File: config.mk
export PLATFORM = sky130hd
export DESIGN_NAME = motor_fault_supervisor
export DESIGN_NICKNAME = d
export VERILOG_FILES = /design/src/inc/fault_sup_pkg.sv /design/src/core/motor_fault_supervisor.sv
export SDC_FILE = /design/constraint.sdc
export NUM_CORES = 1
export LEC_CHECK = 0
export BUFFER_PORTS_ARGS = -buffer_cell sky130_fd_sc_hd__buf_2
export CORE_MARGIN = 2
export CORE_UTILIZATION = 29
export CTS_BUF_LIST = sky130_fd_sc_hd__clkbuf_2 sky130_fd_sc_hd__clkbuf_4 sky130_fd_sc_hd__clkbuf_8
export DETAILED_ROUTE_END_ITERATION = 12
export GPL_ROUTABILITY_DRIVEN = 1
export GPL_TIMING_DRIVEN = 0
export PLACE_DENSITY = 0.55
export SYNTH_ARGS = -nofsm -noshare
export SYNTH_HDL_FRONTEND = slang
export SYNTH_SLANG_ARGS = --single-unit
export TNS_END_PERCENT = 50
File: constraint.sdc
create_clock -name clk -period 5.7 [get_ports clk]
set_input_delay 1.14 -clock clk [delete_from_list [all_inputs] [get_ports clk]]
set_output_delay 1.14 -clock clk [all_outputs]
set_load 0.05 [all_outputs]
File: src/inc/fault_sup_pkg.sv
// Constants for the motor fault supervisor
`default_nettype none
package fault_sup_pkg;
	// Register byte offsets
	localparam logic [7:0] CTRL_OFS = 8'h00;
	localparam logic [7:0] THRESH_OFS = 8'h04;
	localparam logic [7:0] STATUS_OFS = 8'h08;
	localparam logic [7:0] MEAS_OFS = 8'h0c;
	// Control register field positions
	localparam int LOCK_SEL_LSB = 0;
	localparam int SPEED_EN_BIT = 4;
	localparam int EMF_EN_BIT = 5;
	localparam int OPEN_EN_BIT = 6;
	localparam int MASK_BIT = 7;
	localparam int TOUT_EN_BIT = 8;
	localparam int RATE_EN_BIT = 9;
	localparam int SLEEP_SEL_BIT = 10;
	localparam int STARTUP_LSB = 11;
	localparam int RETRY_LSB = 16;
	localparam int CLEAR_BIT = 31;
	localparam logic [31:0] CTRL_RESET = 32'h0000_0070;
	// Status register bit positions
	localparam int ST_DRV = 0;
	localparam int ST_OT = 1;
	localparam int ST_TSD = 2;
	localparam int ST_CTL = 3;
	localparam int ST_LOCK = 4;
	localparam int ST_SPD = 5;
	localparam int ST_EMF = 6;
	localparam int ST_OPEN = 7;
	localparam int ST_RL = 8;
	localparam int ST_MEMF = 9;
	localparam int ST_RISE = 10;
	localparam int ST_FALL = 11;
	localparam int ST_RATE = 12;
	localparam int ST_SLEEP = 13;
	// Lock response encodings
	localparam logic [1:0] GRP_LATCH = 2'b00;
	localparam logic [1:0] GRP_RETRY = 2'b01;
	localparam logic [3:0] LOCK_REPORT = 4'b1000;
	localparam logic [1:0] STAGE_OFF = 2'b00;
	localparam logic [1:0] STAGE_RECIRC = 2'b01;
	localparam logic [1:0] STAGE_HIGH = 2'b10;
	localparam logic [1:0] STAGE_LOW = 2'b11;
	localparam logic [1:0] STARTUP_PULSE = 2'b10;
	// Timing
	localparam int CLK_HZ = 25_000_000;
	localparam int MISSING_LOAD_MS = 500;
	localparam int MISSING_LOAD_CYC = MISSING_LOAD_MS * (CLK_HZ / 1000);
	localparam int RETRY_UNIT_MS = 100;
	localparam int RETRY_UNIT_CYC = RETRY_UNIT_MS * (CLK_HZ / 1000);
	localparam int PULSE_TIMER_BITS = 12;
	localparam int PULSE_STEPS = 4;
	// AXI response codes
	localparam logic [1:0] RESP_OKAY = 2'b00;
	localparam logic [1:0] RESP_SLVERR = 2'b10;
endpackage : fault_sup_pkg
`default_nettype wire

File: src/core/motor_fault_supervisor.sv
// Fault supervision of the motor power stage with AXI4-Lite registers
`default_nettype none
// Operation
// - Over-temperature turns all transistors and pump off, fault pin low, three flags set.
// - Drive and fault pin come back once temperature is below the hysteresis point.
// - Thermal shutdown flag stays until clear command; the protection cannot be disabled.
// - Low-power select 1 chooses sleep, turning power stage and charge pump off and raising the sleep request.
// - Low two select bits pick stage: all off, recirculate, high-side on, low-side on.
// - Lock in latched or retry groups pulls pin low and sets three flags.
// - Latched lock resumes only after condition gone and clear command written.
// - Retry lock resumes after the retry time and clears its flags.
// - Report-only lock keeps driving and sets the flags.
// - Report-only drives the pin low unless the alarm output mask is one.
// - Report-only flags clear after condition gone and clear command written.
// - Disabled pattern 1xx1 ignores lock events entirely.
// - Each lock detector has an enable; cleared enable raises no event.
// - Speed above the overspeed threshold raises an overspeed lock.
// - Back-EMF differing from expected by more than threshold raises a lock.
// - Any phase current below threshold for 500 ms raises a missing-load lock.
// - Ramp-up timer overflowing at all four steps in resistance measurement raises the measurement rl fault.
// - Measured back-EMF below standstill threshold raises the measurement emf fault.
// - Pulse position detection times each ramp with 12-bit timers.
// - Ramp-up retried at four clock steps; all overflowing raises rise timeout.
// - Current decay checked at the same four steps; all overflowing raises fall timeout.
// - Timeout faults need their enable; pulse-rate fault needs its own enable.
// - After a latched fault clears, the clear command returns to operation.
module motor_fault_supervisor
	import fault_sup_pkg::*;
#(
	parameter int MISSING_LOAD_CYCLES = fault_sup_pkg::MISSING_LOAD_CYC,
	parameter int RETRY_UNIT_CYCLES = fault_sup_pkg::RETRY_UNIT_CYC,
	parameter int TIMER_BITS = fault_sup_pkg::PULSE_TIMER_BITS
)
(
	// Clock and reset
	input wire logic clk,
	input wire logic rst_n,
	// AXI4-Lite slave
	input wire logic [7:0] s_axi_awaddr,
	input wire logic s_axi_awvalid,
	output logic s_axi_awready,
	input wire logic [31:0] s_axi_wdata,
	input wire logic [3:0] s_axi_wstrb,
	input wire logic s_axi_wvalid,
	output logic s_axi_wready,
	output logic [1:0] s_axi_bresp,
	output logic s_axi_bvalid,
	input wire logic s_axi_bready,
	input wire logic [7:0] s_axi_araddr,
	input wire logic s_axi_arvalid,
	output logic s_axi_arready,
	output logic [31:0] s_axi_rdata,
	output logic [1:0] s_axi_rresp,
	output logic s_axi_rvalid,
	input wire logic s_axi_rready,
	// Sensed conditions
	input wire logic over_temp,
	input wire logic temp_below_hyst,
	input wire logic [15:0] motor_speed,
	input wire logic [15:0] emf_estimate,
	input wire logic [15:0] emf_expected,
	input wire logic [2:0] phase_current_low,
	// Measurement and position detection status
	input wire logic meas_rl_active,
	input wire logic meas_emf_active,
	input wire logic [15:0] meas_emf_value,
	input wire logic pulse_start,
	input wire logic pulse_current_reached,
	input wire logic pulse_current_zero,
	// Power stage and supplies
	output logic fault_indicator_pin_o,
	output logic fault_indicator_pin_oe,
	output logic stage_enable,
	output logic [1:0] stage_mode,
	output logic charge_pump_en,
	output logic sleep_req
);
	import fault_sup_pkg::*;

	typedef enum logic [2:0]
	{
		LK_RUN = 3'b001,
		LK_HOLD = 3'b010,
		LK_WAIT = 3'b100
	} lock_state_t;

	typedef enum logic [2:0]
	{
		PD_IDLE = 3'b001,
		PD_RISE = 3'b010,
		PD_FALL = 3'b100
	} pulse_state_t;

	if (TIMER_BITS < 2 || RETRY_UNIT_CYCLES < 1 || MISSING_LOAD_CYCLES < 1)
	begin : bad_param
		$error("motor_fault_supervisor: bad parameter");
	end

	// ----------------------------------------------------------------
	// Register bus
	// ----------------------------------------------------------------
	logic [31:0] ctrl_reg;
	logic [31:0] thresh_reg;
	logic [31:0] meas_reg;
	logic [31:0] status_reg;
	logic clear_pulse_reg;
	logic aw_full_reg;
	logic w_full_reg;
	logic [7:0] aw_addr_reg;
	logic [31:0] w_data_reg;
	logic [3:0] w_strb_reg;
	logic do_write;

	function automatic logic [31:0] merge(input logic [31:0] old, input logic [31:0] nw,
		input logic [3:0] be);
		logic [31:0] r;
		r = old;
		for (int i = 0; i < 4; i++)
			if (be[i])
				r[i*8 +: 8] = nw[i*8 +: 8];
		return r;
	endfunction : merge

	assign do_write = aw_full_reg && w_full_reg && !s_axi_bvalid;

	always_ff @(posedge clk)
	begin
		if (!rst_n)
		begin
			aw_full_reg <= 1'b0;
			w_full_reg <= 1'b0;
			aw_addr_reg <= 8'h00;
			w_data_reg <= 32'h0000_0000;
			w_strb_reg <= 4'h0;
			s_axi_awready <= 1'b0;
			s_axi_wready <= 1'b0;
			s_axi_bvalid <= 1'b0;
			s_axi_bresp <= RESP_OKAY;
		end
		else
		begin
			s_axi_awready <= !aw_full_reg && !(s_axi_awvalid && s_axi_awready);
			s_axi_wready <= !w_full_reg && !(s_axi_wvalid && s_axi_wready);
			if (s_axi_awvalid && s_axi_awready)
			begin
				aw_full_reg <= 1'b1;
				aw_addr_reg <= s_axi_awaddr;
			end
			if (s_axi_wvalid && s_axi_wready)
			begin
				w_full_reg <= 1'b1;
				w_data_reg <= s_axi_wdata;
				w_strb_reg <= s_axi_wstrb;
			end
			if (do_write)
			begin
				aw_full_reg <= 1'b0;
				w_full_reg <= 1'b0;
				s_axi_bvalid <= 1'b1;
				s_axi_bresp <= (aw_addr_reg == CTRL_OFS || aw_addr_reg == THRESH_OFS ||
					aw_addr_reg == MEAS_OFS || aw_addr_reg == STATUS_OFS) ?
					RESP_OKAY : RESP_SLVERR;
			end
			else if (s_axi_bvalid && s_axi_bready)
				s_axi_bvalid <= 1'b0;
		end
	end

	// Control, thresholds; clear command self-clears
	always_ff @(posedge clk)
	begin
		if (!rst_n)
		begin
			ctrl_reg <= CTRL_RESET;
			thresh_reg <= 32'h0000_0000;
			meas_reg <= 32'h0000_0000;
			clear_pulse_reg <= 1'b0;
		end
		else
		begin
			clear_pulse_reg <= 1'b0;
			if (do_write && aw_addr_reg == CTRL_OFS)
			begin
				ctrl_reg <= merge(ctrl_reg, w_data_reg, w_strb_reg) & 32'h7fff_ffff;
				clear_pulse_reg <= w_strb_reg[3] && w_data_reg[CLEAR_BIT];
			end
			if (do_write && aw_addr_reg == THRESH_OFS)
				thresh_reg <= merge(thresh_reg, w_data_reg, w_strb_reg);
			if (do_write && aw_addr_reg == MEAS_OFS)
				meas_reg <= merge(meas_reg, w_data_reg, w_strb_reg);
		end
	end

	always_ff @(posedge clk)
	begin
		if (!rst_n)
		begin
			s_axi_arready <= 1'b0;
			s_axi_rvalid <= 1'b0;
			s_axi_rdata <= 32'h0000_0000;
			s_axi_rresp <= RESP_OKAY;
		end
		else
		begin
			s_axi_arready <= !s_axi_rvalid && !(s_axi_arvalid && s_axi_arready);
			if (s_axi_arvalid && s_axi_arready)
			begin
				s_axi_rvalid <= 1'b1;
				s_axi_rresp <= RESP_OKAY;
				unique case (s_axi_araddr)
					CTRL_OFS: s_axi_rdata <= ctrl_reg;
					THRESH_OFS: s_axi_rdata <= thresh_reg;
					STATUS_OFS: s_axi_rdata <= status_reg;
					MEAS_OFS: s_axi_rdata <= meas_reg;
					default:
					begin
						s_axi_rdata <= 32'h0000_0000;
						s_axi_rresp <= RESP_SLVERR;
					end
				endcase
			end
			else if (s_axi_rvalid && s_axi_rready)
				s_axi_rvalid <= 1'b0;
		end
	end

	// ----------------------------------------------------------------
	// Lock detectors
	// ----------------------------------------------------------------
	logic [3:0] lock_sel;
	logic [1:0] startup_sel;
	logic [7:0] retry_units;
	logic [15:0] emf_diff;
	logic [2:0] lock_cond;
	logic [31:0] open_cnt_reg;

	assign lock_sel = ctrl_reg[LOCK_SEL_LSB +: 4];
	assign startup_sel = ctrl_reg[STARTUP_LSB +: 2];
	assign retry_units = ctrl_reg[RETRY_LSB +: 8];
	assign emf_diff = (emf_estimate > emf_expected) ? emf_estimate - emf_expected :
		emf_expected - emf_estimate;

	always_ff @(posedge clk)
	begin
		if (!rst_n)
			open_cnt_reg <= 32'h0000_0000;
		else if (!(|phase_current_low) || !ctrl_reg[OPEN_EN_BIT])
			open_cnt_reg <= 32'h0000_0000;
		else if (open_cnt_reg < 32'(MISSING_LOAD_CYCLES))
			open_cnt_reg <= open_cnt_reg + 32'h0000_0001;
	end

	assign lock_cond[0] = ctrl_reg[SPEED_EN_BIT] && motor_speed > thresh_reg[15:0];
	assign lock_cond[1] = ctrl_reg[EMF_EN_BIT] && emf_diff > thresh_reg[31:16];
	assign lock_cond[2] = ctrl_reg[OPEN_EN_BIT] &&
		open_cnt_reg >= 32'(MISSING_LOAD_CYCLES);

	// ----------------------------------------------------------------
	// Lock response
	// ----------------------------------------------------------------
	lock_state_t lk_reg;
	logic [31:0] retry_cnt_reg;
	logic lock_disabled;
	logic lock_flag_clear;

	assign lock_disabled = lock_sel[3] && lock_sel[0];
	assign lock_flag_clear = (lk_reg == LK_WAIT && retry_cnt_reg == 32'h0000_0000) ||
		(clear_pulse_reg && !(|lock_cond));

	always_ff @(posedge clk)
	begin
		if (!rst_n)
		begin
			lk_reg <= LK_RUN;
			retry_cnt_reg <= 32'h0000_0000;
		end
		else
		begin
			unique case (lk_reg)
				LK_RUN:
					if (|lock_cond && !lock_sel[3])
					begin
						if (lock_sel[3:2] == GRP_LATCH)
							lk_reg <= LK_HOLD;
						else
						begin
							lk_reg <= LK_WAIT;
							retry_cnt_reg <= 32'(RETRY_UNIT_CYCLES) * {24'h000000, retry_units};
						end
					end
				LK_HOLD:
					if (clear_pulse_reg && !(|lock_cond))
						lk_reg <= LK_RUN;
				LK_WAIT:
					if (retry_cnt_reg == 32'h0000_0000)
						lk_reg <= LK_RUN;
					else
						retry_cnt_reg <= retry_cnt_reg - 32'h0000_0001;
			endcase
		end
	end

	// ----------------------------------------------------------------
	// Measurement and pulse timing
	// ----------------------------------------------------------------
	pulse_state_t pd_reg;
	logic [TIMER_BITS-1:0] tmr_reg;
	logic [11:0] pre_reg;
	logic [1:0] step_reg;
	logic tick;
	logic rise_to;
	logic fall_to;
	logic rate_ev;

	function automatic logic [11:0] step_div(input logic [1:0] s);
		// 25 MHz down to 12.5 MHz, 1 MHz, 100 kHz, 10 kHz
		unique case (s)
			2'd0: return 12'd1;
			2'd1: return 12'd24;
			2'd2: return 12'd249;
			default: return 12'd2499;
		endcase
	endfunction : step_div

	assign tick = pre_reg == 12'h000;
	assign rise_to = pd_reg == PD_RISE && tick && &tmr_reg && step_reg == 2'd3;
	assign fall_to = pd_reg == PD_FALL && tick && &tmr_reg && step_reg == 2'd3;
	assign rate_ev = pulse_start && pd_reg == PD_FALL;

	always_ff @(posedge clk)
	begin
		if (!rst_n)
		begin
			pd_reg <= PD_IDLE;
			tmr_reg <= '0;
			pre_reg <= 12'h000;
			step_reg <= 2'd0;
		end
		else
		begin
			pre_reg <= tick ? step_div(step_reg) : pre_reg - 12'h001;
			unique case (pd_reg)
				PD_IDLE:
					if (pulse_start && (startup_sel == STARTUP_PULSE || meas_rl_active))
					begin
						pd_reg <= PD_RISE;
						tmr_reg <= '0;
						step_reg <= 2'd0;
						pre_reg <= step_div(2'd0);
					end
				PD_RISE:
					if (pulse_current_reached)
					begin
						pd_reg <= PD_FALL;
						tmr_reg <= '0;
						step_reg <= 2'd0;
						pre_reg <= step_div(2'd0);
					end
					else if (tick)
					begin
						tmr_reg <= tmr_reg + 1'b1;
						if (&tmr_reg)
						begin
							step_reg <= step_reg + 2'd1;
							if (step_reg == 2'd3)
								pd_reg <= PD_IDLE;
						end
					end
				PD_FALL:
					if (pulse_current_zero)
						pd_reg <= PD_IDLE;
					else if (tick)
					begin
						tmr_reg <= tmr_reg + 1'b1;
						if (&tmr_reg)
						begin
							step_reg <= step_reg + 2'd1;
							if (step_reg == 2'd3)
								pd_reg <= PD_IDLE;
						end
					end
			endcase
		end
	end

	// ----------------------------------------------------------------
	// Status flags; a set wins over a clear in the same cycle
	// ----------------------------------------------------------------
	logic lock_event;
	logic [13:0] set_v;
	logic [13:0] clr_v;

	assign lock_event = |lock_cond && !lock_disabled && lk_reg == LK_RUN;

	always_comb
	begin
		set_v = '0;
		clr_v = '0;
		set_v[ST_DRV] = over_temp;
		set_v[ST_OT] = over_temp;
		set_v[ST_TSD] = over_temp;
		set_v[ST_CTL] = lock_event;
		set_v[ST_LOCK] = lock_event;
		set_v[ST_SPD] = lock_event && lock_cond[0];
		set_v[ST_EMF] = lock_event && lock_cond[1];
		set_v[ST_OPEN] = lock_event && lock_cond[2];
		set_v[ST_RL] = meas_rl_active && rise_to;
		set_v[ST_MEMF] = meas_emf_active && meas_emf_value < meas_reg[15:0];
		set_v[ST_RISE] = ctrl_reg[TOUT_EN_BIT] && startup_sel == STARTUP_PULSE && rise_to;
		set_v[ST_FALL] = ctrl_reg[TOUT_EN_BIT] && startup_sel == STARTUP_PULSE && fall_to;
		set_v[ST_RATE] = ctrl_reg[RATE_EN_BIT] && rate_ev;
		clr_v[ST_DRV] = temp_below_hyst;
		clr_v[ST_OT] = temp_below_hyst;
		clr_v[ST_TSD] = clear_pulse_reg && !over_temp;
		clr_v[ST_LOCK:ST_CTL] = {2{lock_flag_clear}};
		clr_v[ST_OPEN:ST_SPD] = {3{lock_flag_clear}};
		clr_v[ST_RATE:ST_RL] = {5{clear_pulse_reg}};
	end

	always_ff @(posedge clk)
	begin
		if (!rst_n)
			status_reg <= 32'h0000_0000;
		else
		begin
			status_reg[12:0] <= set_v[12:0] | (status_reg[12:0] & ~clr_v[12:0]);
			status_reg[ST_SLEEP] <= ctrl_reg[SLEEP_SEL_BIT];
		end
	end

	// ----------------------------------------------------------------
	// Power stage and fault pin
	// ----------------------------------------------------------------
	logic thermal_off;
	logic lock_off;
	logic pin_low;

	assign thermal_off = over_temp || status_reg[ST_DRV];
	assign lock_off = lk_reg != LK_RUN || (lock_event && !lock_sel[3]);
	assign pin_low = thermal_off || lock_off ||
		(lock_sel == LOCK_REPORT && status_reg[ST_LOCK] && !ctrl_reg[MASK_BIT]);

	always_ff @(posedge clk)
	begin
		if (!rst_n)
		begin
			fault_indicator_pin_o <= 1'b0;
			fault_indicator_pin_oe <= 1'b0;
			stage_enable <= 1'b0;
			stage_mode <= STAGE_OFF;
			charge_pump_en <= 1'b0;
			sleep_req <= 1'b0;
		end
		else
		begin
			fault_indicator_pin_o <= 1'b0;
			fault_indicator_pin_oe <= pin_low;
			charge_pump_en <= !thermal_off && !ctrl_reg[SLEEP_SEL_BIT];
			sleep_req <= ctrl_reg[SLEEP_SEL_BIT];
			if (thermal_off || ctrl_reg[SLEEP_SEL_BIT])
			begin
				stage_enable <= 1'b0;
				stage_mode <= STAGE_OFF;
			end
			else if (lock_off)
			begin
				stage_enable <= lock_sel[1:0] != STAGE_OFF;
				stage_mode <= lock_sel[1:0];
			end
			else
			begin
				stage_enable <= 1'b1;
				stage_mode <= STAGE_OFF;
			end
		end
	end

	// ----------------------------------------------------------------
	// Checks
	// ----------------------------------------------------------------
	tsd_pin_low_a: assert property (@(posedge clk) disable iff (!rst_n)
		over_temp |=> fault_indicator_pin_oe && !stage_enable && !charge_pump_en)
		else $error("thermal shutdown not applied");
	tsd_sticky_a: assert property (@(posedge clk) disable iff (!rst_n)
		status_reg[ST_TSD] && !clear_pulse_reg |=> status_reg[ST_TSD])
		else $error("thermal flag dropped");
	lock_ignore_a: assert property (@(posedge clk) disable iff (!rst_n)
		lock_disabled && lk_reg == LK_RUN |=> !status_reg[ST_LOCK] || $past(status_reg[ST_LOCK]))
		else $error("disabled lock acted");
	latch_hold_a: assert property (@(posedge clk) disable iff (!rst_n)
		lk_reg == LK_HOLD && !clear_pulse_reg |=> lk_reg == LK_HOLD)
		else $error("latched lock released early");
	speed_gate_a: assert property (@(posedge clk) disable iff (!rst_n)
		!ctrl_reg[SPEED_EN_BIT] |-> !lock_cond[0])
		else $error("disabled detector fired");
	lock_set_a: assert property (@(posedge clk) disable iff (!rst_n)
		lock_event |=> status_reg[ST_LOCK] && status_reg[ST_CTL])
		else $error("lock flags not set");
	report_pin_a: assert property (@(posedge clk) disable iff (!rst_n)
		lock_sel == LOCK_REPORT && ctrl_reg[MASK_BIT] && !thermal_off && lk_reg == LK_RUN
		|=> !fault_indicator_pin_oe)
		else $error("masked pin driven");
	rate_gate_a: assert property (@(posedge clk) disable iff (!rst_n)
		!ctrl_reg[RATE_EN_BIT] && !status_reg[ST_RATE] |=> !status_reg[ST_RATE])
		else $error("rate fault without enable");
endmodule : motor_fault_supervisor
`default_nettype wire

==> flow_metrics.env <==
export IMPL_synthMuxAreaShare_pct=2.99
export IMPL_num_rows=89
export IMPL_fmax_ghz=0.183
export IMPL_vias=16200
export IMPL_grt_antenna_before_repair=4
export IMPL_syn2layout_area_growth_pct=18.7
export IMPL_routed_wl_um=56900
export IMPL_powerDensity_nw_per_um2=253
export IMPL_yosysMostFrequentCell="nand2_1"
export IMPL_portBuffers=175
export IMPL_cts_root_buf="clkbuf_8"
export IMPL_synth_simple_gate_area_share_pct=21.1
export IMPL_setup_violations=0
export IMPL_rsz0062_at_grt="yes"
export IMPL_core_area_um2=58800
export IMPL_p_int_mw=3.68
export IMPL_drive_gt1_share_pct=14.2
export IMPL_ant_nets=0
export IMPL_overflow=0
export IMPL_required_ns=6.19
export IMPL_worst_path_largest_cell_delay_ns=0.43
export IMPL_total_power_mw=5.15
export IMPL_seqPwrFrac_pct=42.8
export IMPL_ir_drop_uv=233
export IMPL_start_kind="input pin"
export IMPL_synth_common_cells="nand2_1 (421), dfxtp_1 (296), a21oi_1 (250), inv_1 (157), ha_1 (154)"
export IMPL_arrival_ns=5.95
export IMPL_synth_ff_type="dfxtp_1"
export IMPL_io_pins=181
export IMPL_worst_path_max_delay_cell="o311a_4"
export IMPL_ys_types=80
export IMPL_netlist_area_leader_share_pct=34.6
export IMPL_holdCritPathClass="reg2reg"
export IMPL_worst_hold_slack_ns=0.446
export IMPL_cp_max_fo=8
export IMPL_finalMaxSlewViolations=0
export IMPL_worstSetupEndpointType="flip-flop"
export IMPL_finalSetupTns_ns=0
export IMPL_grt_max_degree=15
export IMPL_yosysSeqAreaShare_pct=34.6
export IMPL_post_route_period_util_pct=95.8
export IMPL_avgRoutedWirePerCell_um=17.8
export IMPL_drc=0
export IMPL_gp_congestion=0.896
export IMPL_nets=2695
export IMPL_p_leak_nw=8.30
export IMPL_tightest_slew_ns=1.37
export IMPL_clk_latency_ns=0.62
export IMPL_htree_levels=2
export IMPL_async_flop_share_pct=0
export IMPL_synth_adder_area_share_pct=13.8
export IMPL_dp_hpwl_um=44500
export IMPL_grt_pass1_vias=15500
export IMPL_yosysTopAreaCell="dfxtp_1"
export IMPL_synth_top_family_by_area="simple AND/OR/NAND/NOR gates"
export IMPL_tritoncts="built"
export IMPL_yosysWarnings=0
export IMPL_die_y_um=247
export IMPL_drt_first_pass_iters=5
export IMPL_drt_iter0_markers=1060
export IMPL_via_per_inst=5.06
export IMPL_cts_made_buffers=50
export IMPL_hold_viol=0
export IMPL_clockBufferDepth=3
export IMPL_clock_sinks=296
export IMPL_synth_edff_count=0
export IMPL_initial_core_util_pct=29.2
export IMPL_diodes=0
export IMPL_syn_avg_cell_area_um2=7.98
export IMPL_cp_cell_sequence="buf_2 -> inv_1 -> ha_1 -> clkbuf_4 -> nand3_4 -> o211ai_1 -> nand4_1 -> a211oi_4 -> buf_4 -> mux2_2 -> or2_2 -> o211ai_1 -> a311oi_2 -> ha_1 -> nand4_1 -> nor2_1 -> a221o_1 -> o311a_4 -> nor3_4 -> o31a_1 -> buf_6 -> buf_6 -> nor2_1 -> o221a_1"
export IMPL_maxCapViolCount=0
export IMPL_ys_ff_latch=296
export IMPL_p_sw_share_pct=28.6
export IMPL_path_class="in2reg"
export IMPL_final_util_pct=34.6
export IMPL_outcome="complete, no violations"
export IMPL_die_area_um2=61100
export IMPL_slew_limit_headroom_pct=7.53
export IMPL_synth_area_leaders="dfxtp_1 (35%), ha_1 (11%), nand2_1 (9.2%)"
export IMPL_syn_instance_count=2149
export IMPL_min_period_ns=5.46
export IMPL_switching_power_mw=1.47
export IMPL_synth_compound_area_share_pct=18.5
export IMPL_clkTransAtPathRegs_ns=0.06
export IMPL_grt_use_total_pct=18.0
export IMPL_syn_area_um2=17200
export IMPL_die_w_um=247
export IMPL_finClkSkew_ns=0.0435
export IMPL_grt_first_pass_wirelength_um=86500
export IMPL_p_clk_share_pct=40.7
export IMPL_synth_xor_area_share_pct=3.12
export IMPL_p_comb_share_pct=16.5
-- cell type report --
cell class	count	area, um2
Fill cell	6240	38400
Clock buffer	81	1030
Inverter	157	589
Clock inverter	7	81.3
Multi-Input combinational cell	1596	10400
Timing Repair Buffer	187	975
Buffer	98	433
Tap cell	773	967
Sequential cell	296	5930
-- worst max-delay path: cells and delay by family --
kind	cells	cell delay, ns
muxes	1	0.35
AOI/OAI and AO/OA	8	2.01
adders and majority gates	2	0.60
and+or+nand+nor	7	1.10
buffers and inverters	6	0.74
-- logic make-up (layout without fill, tap and decap cells) --
logic type / Yosys count / after routing
fa+ha+maj: 176 / 176
simple gates: 793 / 793
buf+inv: 260 / 530
other cells: 1 / 3
flops: 296 / 296
compound gates: 529 / 530
mux: 33 / 33
xor+xnor: 61 / 61
-- metrics by stage --
stage               worst slack [ns]  instances  instance area [um2]
global placement               -1.21       3099                19000
global route                 -0.0773       3195                20400
CTS                          0.00242       3196                20300
floorplan                     0.0884       2151                17200
detailed placement             -1.26       3100                19000
finish                         0.238       3195                20400
-- timing repair --
item | 4_1_cts | 5_1_grt
hold buffers | 0 | 0
setup endpoints to repair | 36 | 44
setup buffers | 9 | 2
pin swaps | 7 | 14
gates resized for setup | 11 | 31
gates cloned | 1 | 1
endpoints found under the hold margin | 0 | 0
-- layout by cell type (no fill, tap or decap), drive strengths merged, types with 13 or more instances in the layout --
master  instances
a211oi         18
a21o           27
a21oi         250
a22o           15
a22oi          24
and2           33
buf           207
clkbuf        159
dfxtp         296
fa             22
ha            154
inv           159
mux2i          13
mux4           14
nand2         422
nand2b         14
nand3          43
nand4          26
nor2          117
nor2b          17
nor3           37
nor4           17
o21ai         105
or3            13
xnor2          29
xor2           32
-- power groups by stage --
stage | clock, mW | combinational (mW) | sequential, mW
after floorplan | 0 | 0.563 | 2.24
after global placement | 0 | 0.798 | 2.25
after detailed placement | 0 | 0.815 | 2.25
after CTS | 2.14 | 0.837 | 2.21
after global routing | 2.23 | 0.942 | 2.22
final | 2.10 | 0.849 | 2.21
-- metal layers --
layer	part of all wire, %	track usage [%]	vias to the layer above
met4	1.8	4.23	8
met1	45	23.3	7666
met5	0.086	0	-
li1	-	-	7906
met3	6.3	3.31	80
met2	47	30.9	521
-- worst paths after layout --
| check | from | endpoint | slack [ns] | depth (start not counted) |
|---|---|---|---|---|
| worst min register to register | s_axi_rvalid | s_axi_arready | 0.45 | 1 |
| worst max register to register | ctrl_reg[22] | retry_cnt_reg[22] | 0.38 | 15 |
| worst min-delay path | s_axi_rvalid | s_axi_arready | 0.45 | 1 |
| worst max-delay path | emf_estimate[5] | retry_cnt_reg[29] | 0.24 | 24 |
Power figures use the tool's default switching activity.
